[config.mk]
export PLATFORM = sky130hd
export DESIGN_NAME = sleep_clock_gate_control
export DESIGN_NICKNAME = d
export VERILOG_FILES = /design/src/sleep_gate_pkg.sv /design/src/unit_gate_mux.sv /design/src/event_status.sv /design/src/sleep_clock_gate_control.sv
export SDC_FILE = /design/constraint.sdc
export NUM_CORES = 1
export LEC_CHECK = 0
export ABC_AREA = 1
export BUFFER_PORTS_ARGS = -buffer_cell sky130_fd_sc_hd__buf_2
export CAP_MARGIN = 20
export CORE_ASPECT_RATIO = 1.1
export CORE_MARGIN = 2
export CORE_UTILIZATION = 49
export DETAILED_ROUTE_END_ITERATION = 10
export PLACE_DENSITY = 0.86
export REMOVE_ABC_BUFFERS = 1
export SYNTH_ARGS = -nofsm -noshare
export SYNTH_HDL_FRONTEND = slang
export SYNTH_SLANG_ARGS = --single-unit
[constraint.sdc]
create_clock -name pclk -period 2.1 [get_ports pclk]
set_clock_uncertainty 0.1 [all_clocks]
set_input_delay 0.315 -clock pclk [delete_from_list [all_inputs] [get_ports pclk]]
set_output_delay 0.315 -clock pclk [all_outputs]
set_load 0.01 [all_outputs]
[src/sleep_gate_pkg.sv]
// Constants, types and helpers shared by the sleep-mode clock gating block
package sleep_gate_pkg;

    // ****************************************************************
    // Register map (byte addresses on the APB port)
    // ****************************************************************
    localparam logic [11:0] SLEEP_GATE_OFFSET = 12'h118;
    localparam logic [11:0] EVENT_STATUS_OFFSET = 12'h200;
    localparam logic [11:0] EVENT_MASK_OFFSET = 12'h204;
    localparam logic [11:0] FAULT_INFO_OFFSET = 12'h208;
    localparam logic [11:0] ACTIVE_GATE_OFFSET = 12'h20c;

    // ****************************************************************
    // Gating register layout and reset
    // ****************************************************************
    localparam logic [31:0] SLEEP_GATE_RESET = 32'h0000_0000;
    localparam logic [31:0] SLEEP_GATE_WRITABLE = 32'h5000_007f;
    localparam int PHY_GATE_BIT = 30;
    localparam int MAC_GATE_BIT = 28;
    localparam int PORT_G_GATE_BIT = 6;
    localparam int PORT_A_GATE_BIT = 0;

    // Controlled units: ports A..G are 0..6, MAC is 7, PHY is 8
    localparam int NUM_UNITS = 9;
    localparam int UNIT_MAC = 7;
    localparam int UNIT_PHY = 8;
    localparam logic [8:0] UNIT_GATE_RESET = 9'h000;

    // ****************************************************************
    // Event status layout
    // ****************************************************************
    localparam int NUM_EVENTS = 2;
    localparam int EVT_BUS_FAULT = 0;
    localparam int EVT_MODE_CHANGE = 1;
    localparam logic [1:0] EVENT_RESET = 2'h0;
    localparam logic [4:0] FAULT_INFO_RESET = 5'h00;
    localparam int FAULT_INFO_WRITE_BIT = 4;

    // ****************************************************************
    // Types
    // ****************************************************************
    typedef enum logic [1:0] {
        MODE_RUN = 2'b00,
        MODE_SLEEP = 2'b01,
        MODE_DEEP_SLEEP = 2'b10
    } power_mode_t;

    typedef struct packed {
        logic valid;
        logic write;
        logic [3:0] unit;
    } unit_access_t;

    // Gather the writable gating bits into one enable per unit
    function automatic logic [8:0] unit_gates(input logic [31:0] r);
        unit_gates = {r[PHY_GATE_BIT], r[MAC_GATE_BIT], r[PORT_G_GATE_BIT:PORT_A_GATE_BIT]};
    endfunction : unit_gates

endpackage : sleep_gate_pkg

[src/unit_gate_mux.sv]
// Per-unit selection of the gating set that applies in the current power mode
`timescale 1ns/1ps
module unit_gate_mux (
    input wire logic pclk,
    input wire logic presetn,
    input wire sleep_gate_pkg::power_mode_t mode,
    input wire logic auto_clock_gating,
    input wire logic [8:0] run_gate,
    input wire logic [8:0] sleep_gate,
    input wire logic [8:0] deep_gate,
    output logic [8:0] unit_clk_en
);

    // ****************************************************************
    // Mode decode
    // ****************************************************************
    wire logic use_sleep;
    wire logic use_deep;
    // Without automatic gating the run set stays in force in every mode
    assign use_sleep = auto_clock_gating && (mode == sleep_gate_pkg::MODE_SLEEP);
    assign use_deep = auto_clock_gating && (mode == sleep_gate_pkg::MODE_DEEP_SLEEP);

    // ****************************************************************
    // One registered enable per unit
    // ****************************************************************
    genvar i;
    generate
        for (i = 0; i < sleep_gate_pkg::NUM_UNITS; i = i + 1) begin : g_unit
            wire logic en_next;
            assign en_next = use_sleep ? sleep_gate[i] : (use_deep ? deep_gate[i] : run_gate[i]);
            always_ff @(posedge pclk or negedge presetn) begin
                if (!presetn) begin
                    unit_clk_en[i] <= 1'b0;
                end else begin
                    unit_clk_en[i] <= en_next;
                end
            end
        end
    endgenerate

endmodule : unit_gate_mux

[src/event_status.sv]
// Sticky event status with read-to-clear, mask and one level interrupt
`timescale 1ns/1ps
module event_status (
    input wire logic pclk,
    input wire logic presetn,
    input wire logic [1:0] events,
    input wire logic [1:0] clr_bits,
    input wire logic mask_we,
    input wire logic [1:0] mask_wdata,
    output logic [1:0] status_reg,
    output logic [1:0] mask_reg,
    output logic irq
);

    // ****************************************************************
    // Status and mask
    // ****************************************************************
    wire logic [1:0] status_next;
    // A new event in the clearing cycle survives the clear
    assign status_next = (status_reg & ~clr_bits) | events;
    assign irq = |(status_reg & mask_reg);

    always_ff @(posedge pclk or negedge presetn) begin
        if (!presetn) begin
            status_reg <= sleep_gate_pkg::EVENT_RESET;
            mask_reg <= sleep_gate_pkg::EVENT_RESET;
        end else begin
            status_reg <= status_next;
            mask_reg <= mask_we ? mask_wdata : mask_reg;
        end
    end

endmodule : event_status

[src/sleep_clock_gate_control.sv]
// Sleep-mode clock gating register with APB access and bus fault detection
//
// Added by the designer: the APB slave port.
`timescale 1ns/1ps
module sleep_clock_gate_control (
    input wire logic pclk,
    input wire logic presetn,
    input wire logic psel,
    input wire logic penable,
    input wire logic pwrite,
    input wire logic [11:0] paddr,
    input wire logic [31:0] pwdata,
    input wire logic [3:0] pstrb,
    output logic [31:0] prdata,
    output logic pready,
    output logic pslverr,
    input wire sleep_gate_pkg::power_mode_t mode,
    input wire logic auto_clock_gating,
    input wire logic [8:0] run_gate,
    input wire logic [8:0] deep_sleep_gate,
    input wire sleep_gate_pkg::unit_access_t unit_access,
    output logic unit_bus_fault,
    output logic [8:0] unit_clk_en,
    output logic irq
);

    // ****************************************************************
    // APB phase decode
    // ****************************************************************
    wire logic setup_phase;
    wire logic access_done;
    wire logic wr_done;
    wire logic rd_done;
    assign setup_phase = psel && !penable;
    assign access_done = psel && penable;
    assign wr_done = access_done && pwrite;
    assign rd_done = access_done && !pwrite;
    // Zero wait states: every access phase completes in its first cycle
    assign pready = 1'b1;

    // ****************************************************************
    // Address decode
    // ****************************************************************
    wire logic hit_gate;
    wire logic hit_status;
    wire logic hit_mask;
    wire logic hit_fault_info;
    wire logic hit_active;
    wire logic hit_any;
    assign hit_gate = (paddr == sleep_gate_pkg::SLEEP_GATE_OFFSET);
    assign hit_status = (paddr == sleep_gate_pkg::EVENT_STATUS_OFFSET);
    assign hit_mask = (paddr == sleep_gate_pkg::EVENT_MASK_OFFSET);
    assign hit_fault_info = (paddr == sleep_gate_pkg::FAULT_INFO_OFFSET);
    assign hit_active = (paddr == sleep_gate_pkg::ACTIVE_GATE_OFFSET);
    assign hit_any = hit_gate || hit_status || hit_mask || hit_fault_info || hit_active;

    // ****************************************************************
    // Sleep gating register
    // ****************************************************************
    logic [31:0] sleep_gate_reg;
    wire logic [31:0] lane_mask;
    wire logic [31:0] sleep_gate_merged;
    wire logic [31:0] sleep_gate_next;
    wire logic [8:0] sleep_units;
    assign lane_mask = {{8{pstrb[3]}}, {8{pstrb[2]}}, {8{pstrb[1]}}, {8{pstrb[0]}}};
    assign sleep_gate_merged = (sleep_gate_reg & ~lane_mask) | (pwdata & lane_mask);
    // Reserved positions are never stored, so they always read back zero
    assign sleep_gate_next = sleep_gate_merged & sleep_gate_pkg::SLEEP_GATE_WRITABLE;
    // Port bits map to units 0..6, MAC to 7, PHY to 8
    assign sleep_units = sleep_gate_pkg::unit_gates(sleep_gate_reg);

    always_ff @(posedge pclk or negedge presetn) begin
        if (!presetn) begin
            sleep_gate_reg <= sleep_gate_pkg::SLEEP_GATE_RESET;
        end else if (wr_done && hit_gate) begin
            sleep_gate_reg <= sleep_gate_next;
        end
    end

    // ****************************************************************
    // Active gating set per power mode
    // ****************************************************************
    unit_gate_mux u_gate_mux (
        .pclk(pclk),
        .presetn(presetn),
        .mode(mode),
        .auto_clock_gating(auto_clock_gating),
        .run_gate(run_gate),
        .sleep_gate(sleep_units),
        .deep_gate(deep_sleep_gate),
        .unit_clk_en(unit_clk_en)
    );

    // ****************************************************************
    // Bus fault on access to an unclocked unit
    // ****************************************************************
    wire logic unit_known;
    wire logic unit_gated;
    assign unit_known = (unit_access.unit < 4'(sleep_gate_pkg::NUM_UNITS));
    assign unit_gated = unit_known && !unit_clk_en[unit_access.unit];
    // Combinational so the fault answers the access in its own cycle
    assign unit_bus_fault = unit_access.valid && unit_gated;

    // Last faulting access: unit number and direction
    logic [4:0] fault_info_reg;
    always_ff @(posedge pclk or negedge presetn) begin
        if (!presetn) begin
            fault_info_reg <= sleep_gate_pkg::FAULT_INFO_RESET;
        end else if (unit_bus_fault) begin
            fault_info_reg <= {unit_access.write, unit_access.unit};
        end
    end

    // ****************************************************************
    // Events and interrupt
    // ****************************************************************
    sleep_gate_pkg::power_mode_t mode_reg;
    always_ff @(posedge pclk or negedge presetn) begin
        if (!presetn) begin
            mode_reg <= sleep_gate_pkg::MODE_RUN;
        end else begin
            mode_reg <= mode;
        end
    end

    wire logic [1:0] events;
    assign events[sleep_gate_pkg::EVT_BUS_FAULT] = unit_bus_fault;
    assign events[sleep_gate_pkg::EVT_MODE_CHANGE] = (mode != mode_reg);

    logic [1:0] status_reg;
    logic [1:0] mask_reg;
    logic [1:0] status_snap_reg;
    wire logic [1:0] clr_bits;
    wire logic mask_we;
    // Only bits that were returned by the read are cleared, so events that
    // arrive between setup and completion are kept
    assign clr_bits = (rd_done && hit_status) ? status_snap_reg : 2'h0;
    assign mask_we = wr_done && hit_mask && pstrb[0];

    event_status u_events (
        .pclk(pclk),
        .presetn(presetn),
        .events(events),
        .clr_bits(clr_bits),
        .mask_we(mask_we),
        .mask_wdata(pwdata[1:0]),
        .status_reg(status_reg),
        .mask_reg(mask_reg),
        .irq(irq)
    );

    // ****************************************************************
    // Read data and error, captured in the setup cycle
    // ****************************************************************
    wire logic [31:0] read_value;
    assign read_value = hit_gate ? sleep_gate_reg :
                        hit_status ? {30'h0, status_reg} :
                        hit_mask ? {30'h0, mask_reg} :
                        hit_fault_info ? {27'h0, fault_info_reg} :
                        hit_active ? {23'h0, unit_clk_en} : 32'h0;

    always_ff @(posedge pclk or negedge presetn) begin
        if (!presetn) begin
            prdata <= 32'h0;
            pslverr <= 1'b0;
            status_snap_reg <= 2'h0;
        end else if (setup_phase) begin
            prdata <= pwrite ? 32'h0 : read_value;
            pslverr <= !hit_any;
            status_snap_reg <= status_reg;
        end else if (access_done) begin
            prdata <= 32'h0;
            pslverr <= 1'b0;
            status_snap_reg <= 2'h0;
        end
    end

endmodule : sleep_clock_gate_control

==> flow_metrics.tcl <==
set metrics [dict create \
    grt_util_met3_pct 4.935 \
    dp_cells 445 \
    use_met1_pct 28.58 \
    endpoint_kind "output port" \
    setup_viol 0 \
    fp.dieArea_mm2 0.005520 \
    yosys.area.top_type "dfrtp_1" \
    outcome "completed" \
    rsz0062_at_grt "no" \
    fin_crit_ns 1.954 \
    num_antenna_cells 0 \
    max_clock_freq_mhz 511.8 \
    gr-total-overflow 0 \
    synthArstFlopShare_pct 100.0 \
    p_per_area_mw_per_mm2 602.2 \
    cap_violations 0 \
    hold_viol_final 0 \
    detailed_place_hpwl_um 4395 \
    required_ns 1.68 \
    cts_buffers 5 \
    path_clk_slew_ns 0.07 \
    die_w_um 71.02 \
    grt_max_degree 44 \
    synth-edff-count 0 \
    ff2ff_path_depth 8 \
    io_buffers 77 \
    wirelength_um 5677 \
    timing.rr.start "u_gate_mux.unit_clk_en[7]" \
    finalHoldWorstSlack_ns 0.07166 \
    firstDrtPassIters 4 \
    clock_latency_ns 0.30 \
    cp.arrival_ns 1.54 \
    hold-path-cell-count 1 \
    post-cts-setup-buffer-count 0 \
    setup_tns_ns 0 \
    drc 0 \
    synth_area_leaders "dfrtp_1 44%, nand2_1 16%, buf_4 7.1%, nand3_1 6.4%, inv_1 3.1%" \
    synthFlopType "dfrtp_1" \
    vias 2287 \
    drt_iter0_drc 177 \
    cts_resized 0 \
    power_leakage_nw 1.637 \
    grt_pass1_vias 2124 \
    die_y_um 77.72 \
    synth_common_cells "104 x nand2_1, 43 x dfrtp_1, 31 x nand3_1, 23 x buf_4, 20 x inv_1" \
    ys_seq_area_share_pct 44.44 \
    io_pins 125 \
    synth_top_area_share_pct 44.44 \
    instances_no_fill 454 \
    ys_ff_latch 43 \
    h-tree-depth 2 \
    fin_crit_sh_pct 93.04 \
    root_buffer "clkbuf_8" \
    clock_path_buffers 2 \
    relSlewSlack_pct 65.59 \
    ant_nets 0 \
    rows 26 \
    ir_worst_vdd_v 0.0003695 \
    groute.usage.overall_pct 21.85 \
    crit_path_start_kind "flip-flop" \
    synth.most_common_cell "nand2_1" \
    slew_violations 0 \
    wire_per_inst_um 12.50 \
    cts_tree "done" \
    grt.met2_usage_pct 35.33 \
    whs_endpoint "mode_reg[1]" \
    initial_core_util_pct 51.33 \
    ys_warn_count 0 \
    area_growth_pct 19.74 \
    syn_inst 314 \
    synth_area_mm2 0.002421 \
    nets 477 \
    core_mm2 0.004717 \
    worstSetupPathType "reg2out" \
    max_slew.worst_pin.slew_ns 0.5162 \
    busiest_layer "met2" \
    avgSynthCellArea_um2 7.710 \
    gp_congestion 0.8503 \
    clkSinkCount 43 \
    grt_pass1_wl_um 9473 \
    r2r_setup_slack_ns 0.71 \
    synth.distinct_cells 29 \
    hold_path.class "in2reg" \
    drive_gt1_share_pct 29.15 \
    r2r-end "fault_info_reg[1]" \
    antenna_found_initial 0 \
    vias_per_cell 5.037 \
    min_from "mode[1]" \
    cp_max_fo 7 \
]
==> timing repair <==
item,CTS,global route
endpoints found under the hold margin,43,0
setup endpoints to repair,0,0
hold buffers,1,0
==> per-stage QoR <==
stage	power, mW	setup slack, ns	cell area [µm²]	util, %
final	1.746	0.1461	2899	61.46
after CTS	1.756	0.1269	2899	61.46
after global routing	1.834	0.006010	2899	61.46
after global placement	1.166	0.3899	2785	59.05
after floorplan	1.037	0.6488	2300	-
after detailed placement	1.173	0.3167	2785	59.05
==> placed cells by master, fill, tap and decap left out, drive strengths merged, types with 6 or more instances in the layout <==
cell type and n:
o21ai 16, nand4 6, nor2 26, dfrtp 43, buf 81, nand3 34
inv 26, clkbuf 7, nand2 112, conb 22, a31oi 9
==> routing by layer <==
layer  vias up  routed length [µm]
li1       1130                   -
met1      1048                2421
met2        98                2722
met3        11                 437
met4         0                  95
met5         -                   0
==> worst max-delay path, cell delays in order, from the launching register on <==
cell and delay (ns):
dfrtp_1 0.41, nand2_1 0.09, nand3_1 0.08, nand3_1 0.08, nand3_1 0.07, nand2_1 0.17
nand2_2 0.15, inv_1 0.07, buf_2 0.12
==> how the worst max path moves through the flow <==
stage                                    startpoint             end  slack, ns  cells after the start
after floorplan           u_gate_mux.unit_clk_en[7]  unit_bus_fault       0.65                      7
after global placement               unit_access[0]  unit_bus_fault       0.39                     10
after detailed placement             unit_access[0]  unit_bus_fault       0.32                     10
after CTS                 u_gate_mux.unit_clk_en[7]  unit_bus_fault       0.13                      8
after global routing      u_gate_mux.unit_clk_en[1]  unit_bus_fault      0.006                      8
final                     u_gate_mux.unit_clk_en[7]  unit_bus_fault       0.15                      8
==> power breakdown <==
| part | switching [mW] | total (mW) | internal (mW) |
|---|---|---|---|
| sequential | 0.0321 | 0.905 | 0.873 |
| clock | 0.288 | 0.587 | 0.299 |
| combinational | 0.158 | 0.253 | 0.0956 |
| total | 0.478 | 1.75 | 1.27 |
==> logic make-up (layout without fill, tap and decap cells) <==
group / count (synthesis) / after routing / share of synthesized area, %
flip-flops: 43 / 43 / 44.44
XOR/XNOR: 2 / 2 / 0.7236
buffers and inverters: 54 / 118 / 12.61
other: 2 / 22 / 0.3102
AO/OA/AOI/OAI: 29 / 29 / 6.821
AND/OR/NAND/NOR: 184 / 184 / 35.09
==> cell type report <==
cell class | count | area (µm²)
fillers | 432 | 1818
multi-input cells | 237 | 1115
flip-flops and latches | 43 | 1076
repair buffers | 82 | 425.4
inverters | 28 | 108.9
clock buffers | 7 | 96.34
well taps | 56 | 70.07
clock inverters | 1 | 7.507
No activity file was read; power rests on OpenSTA's default activity.
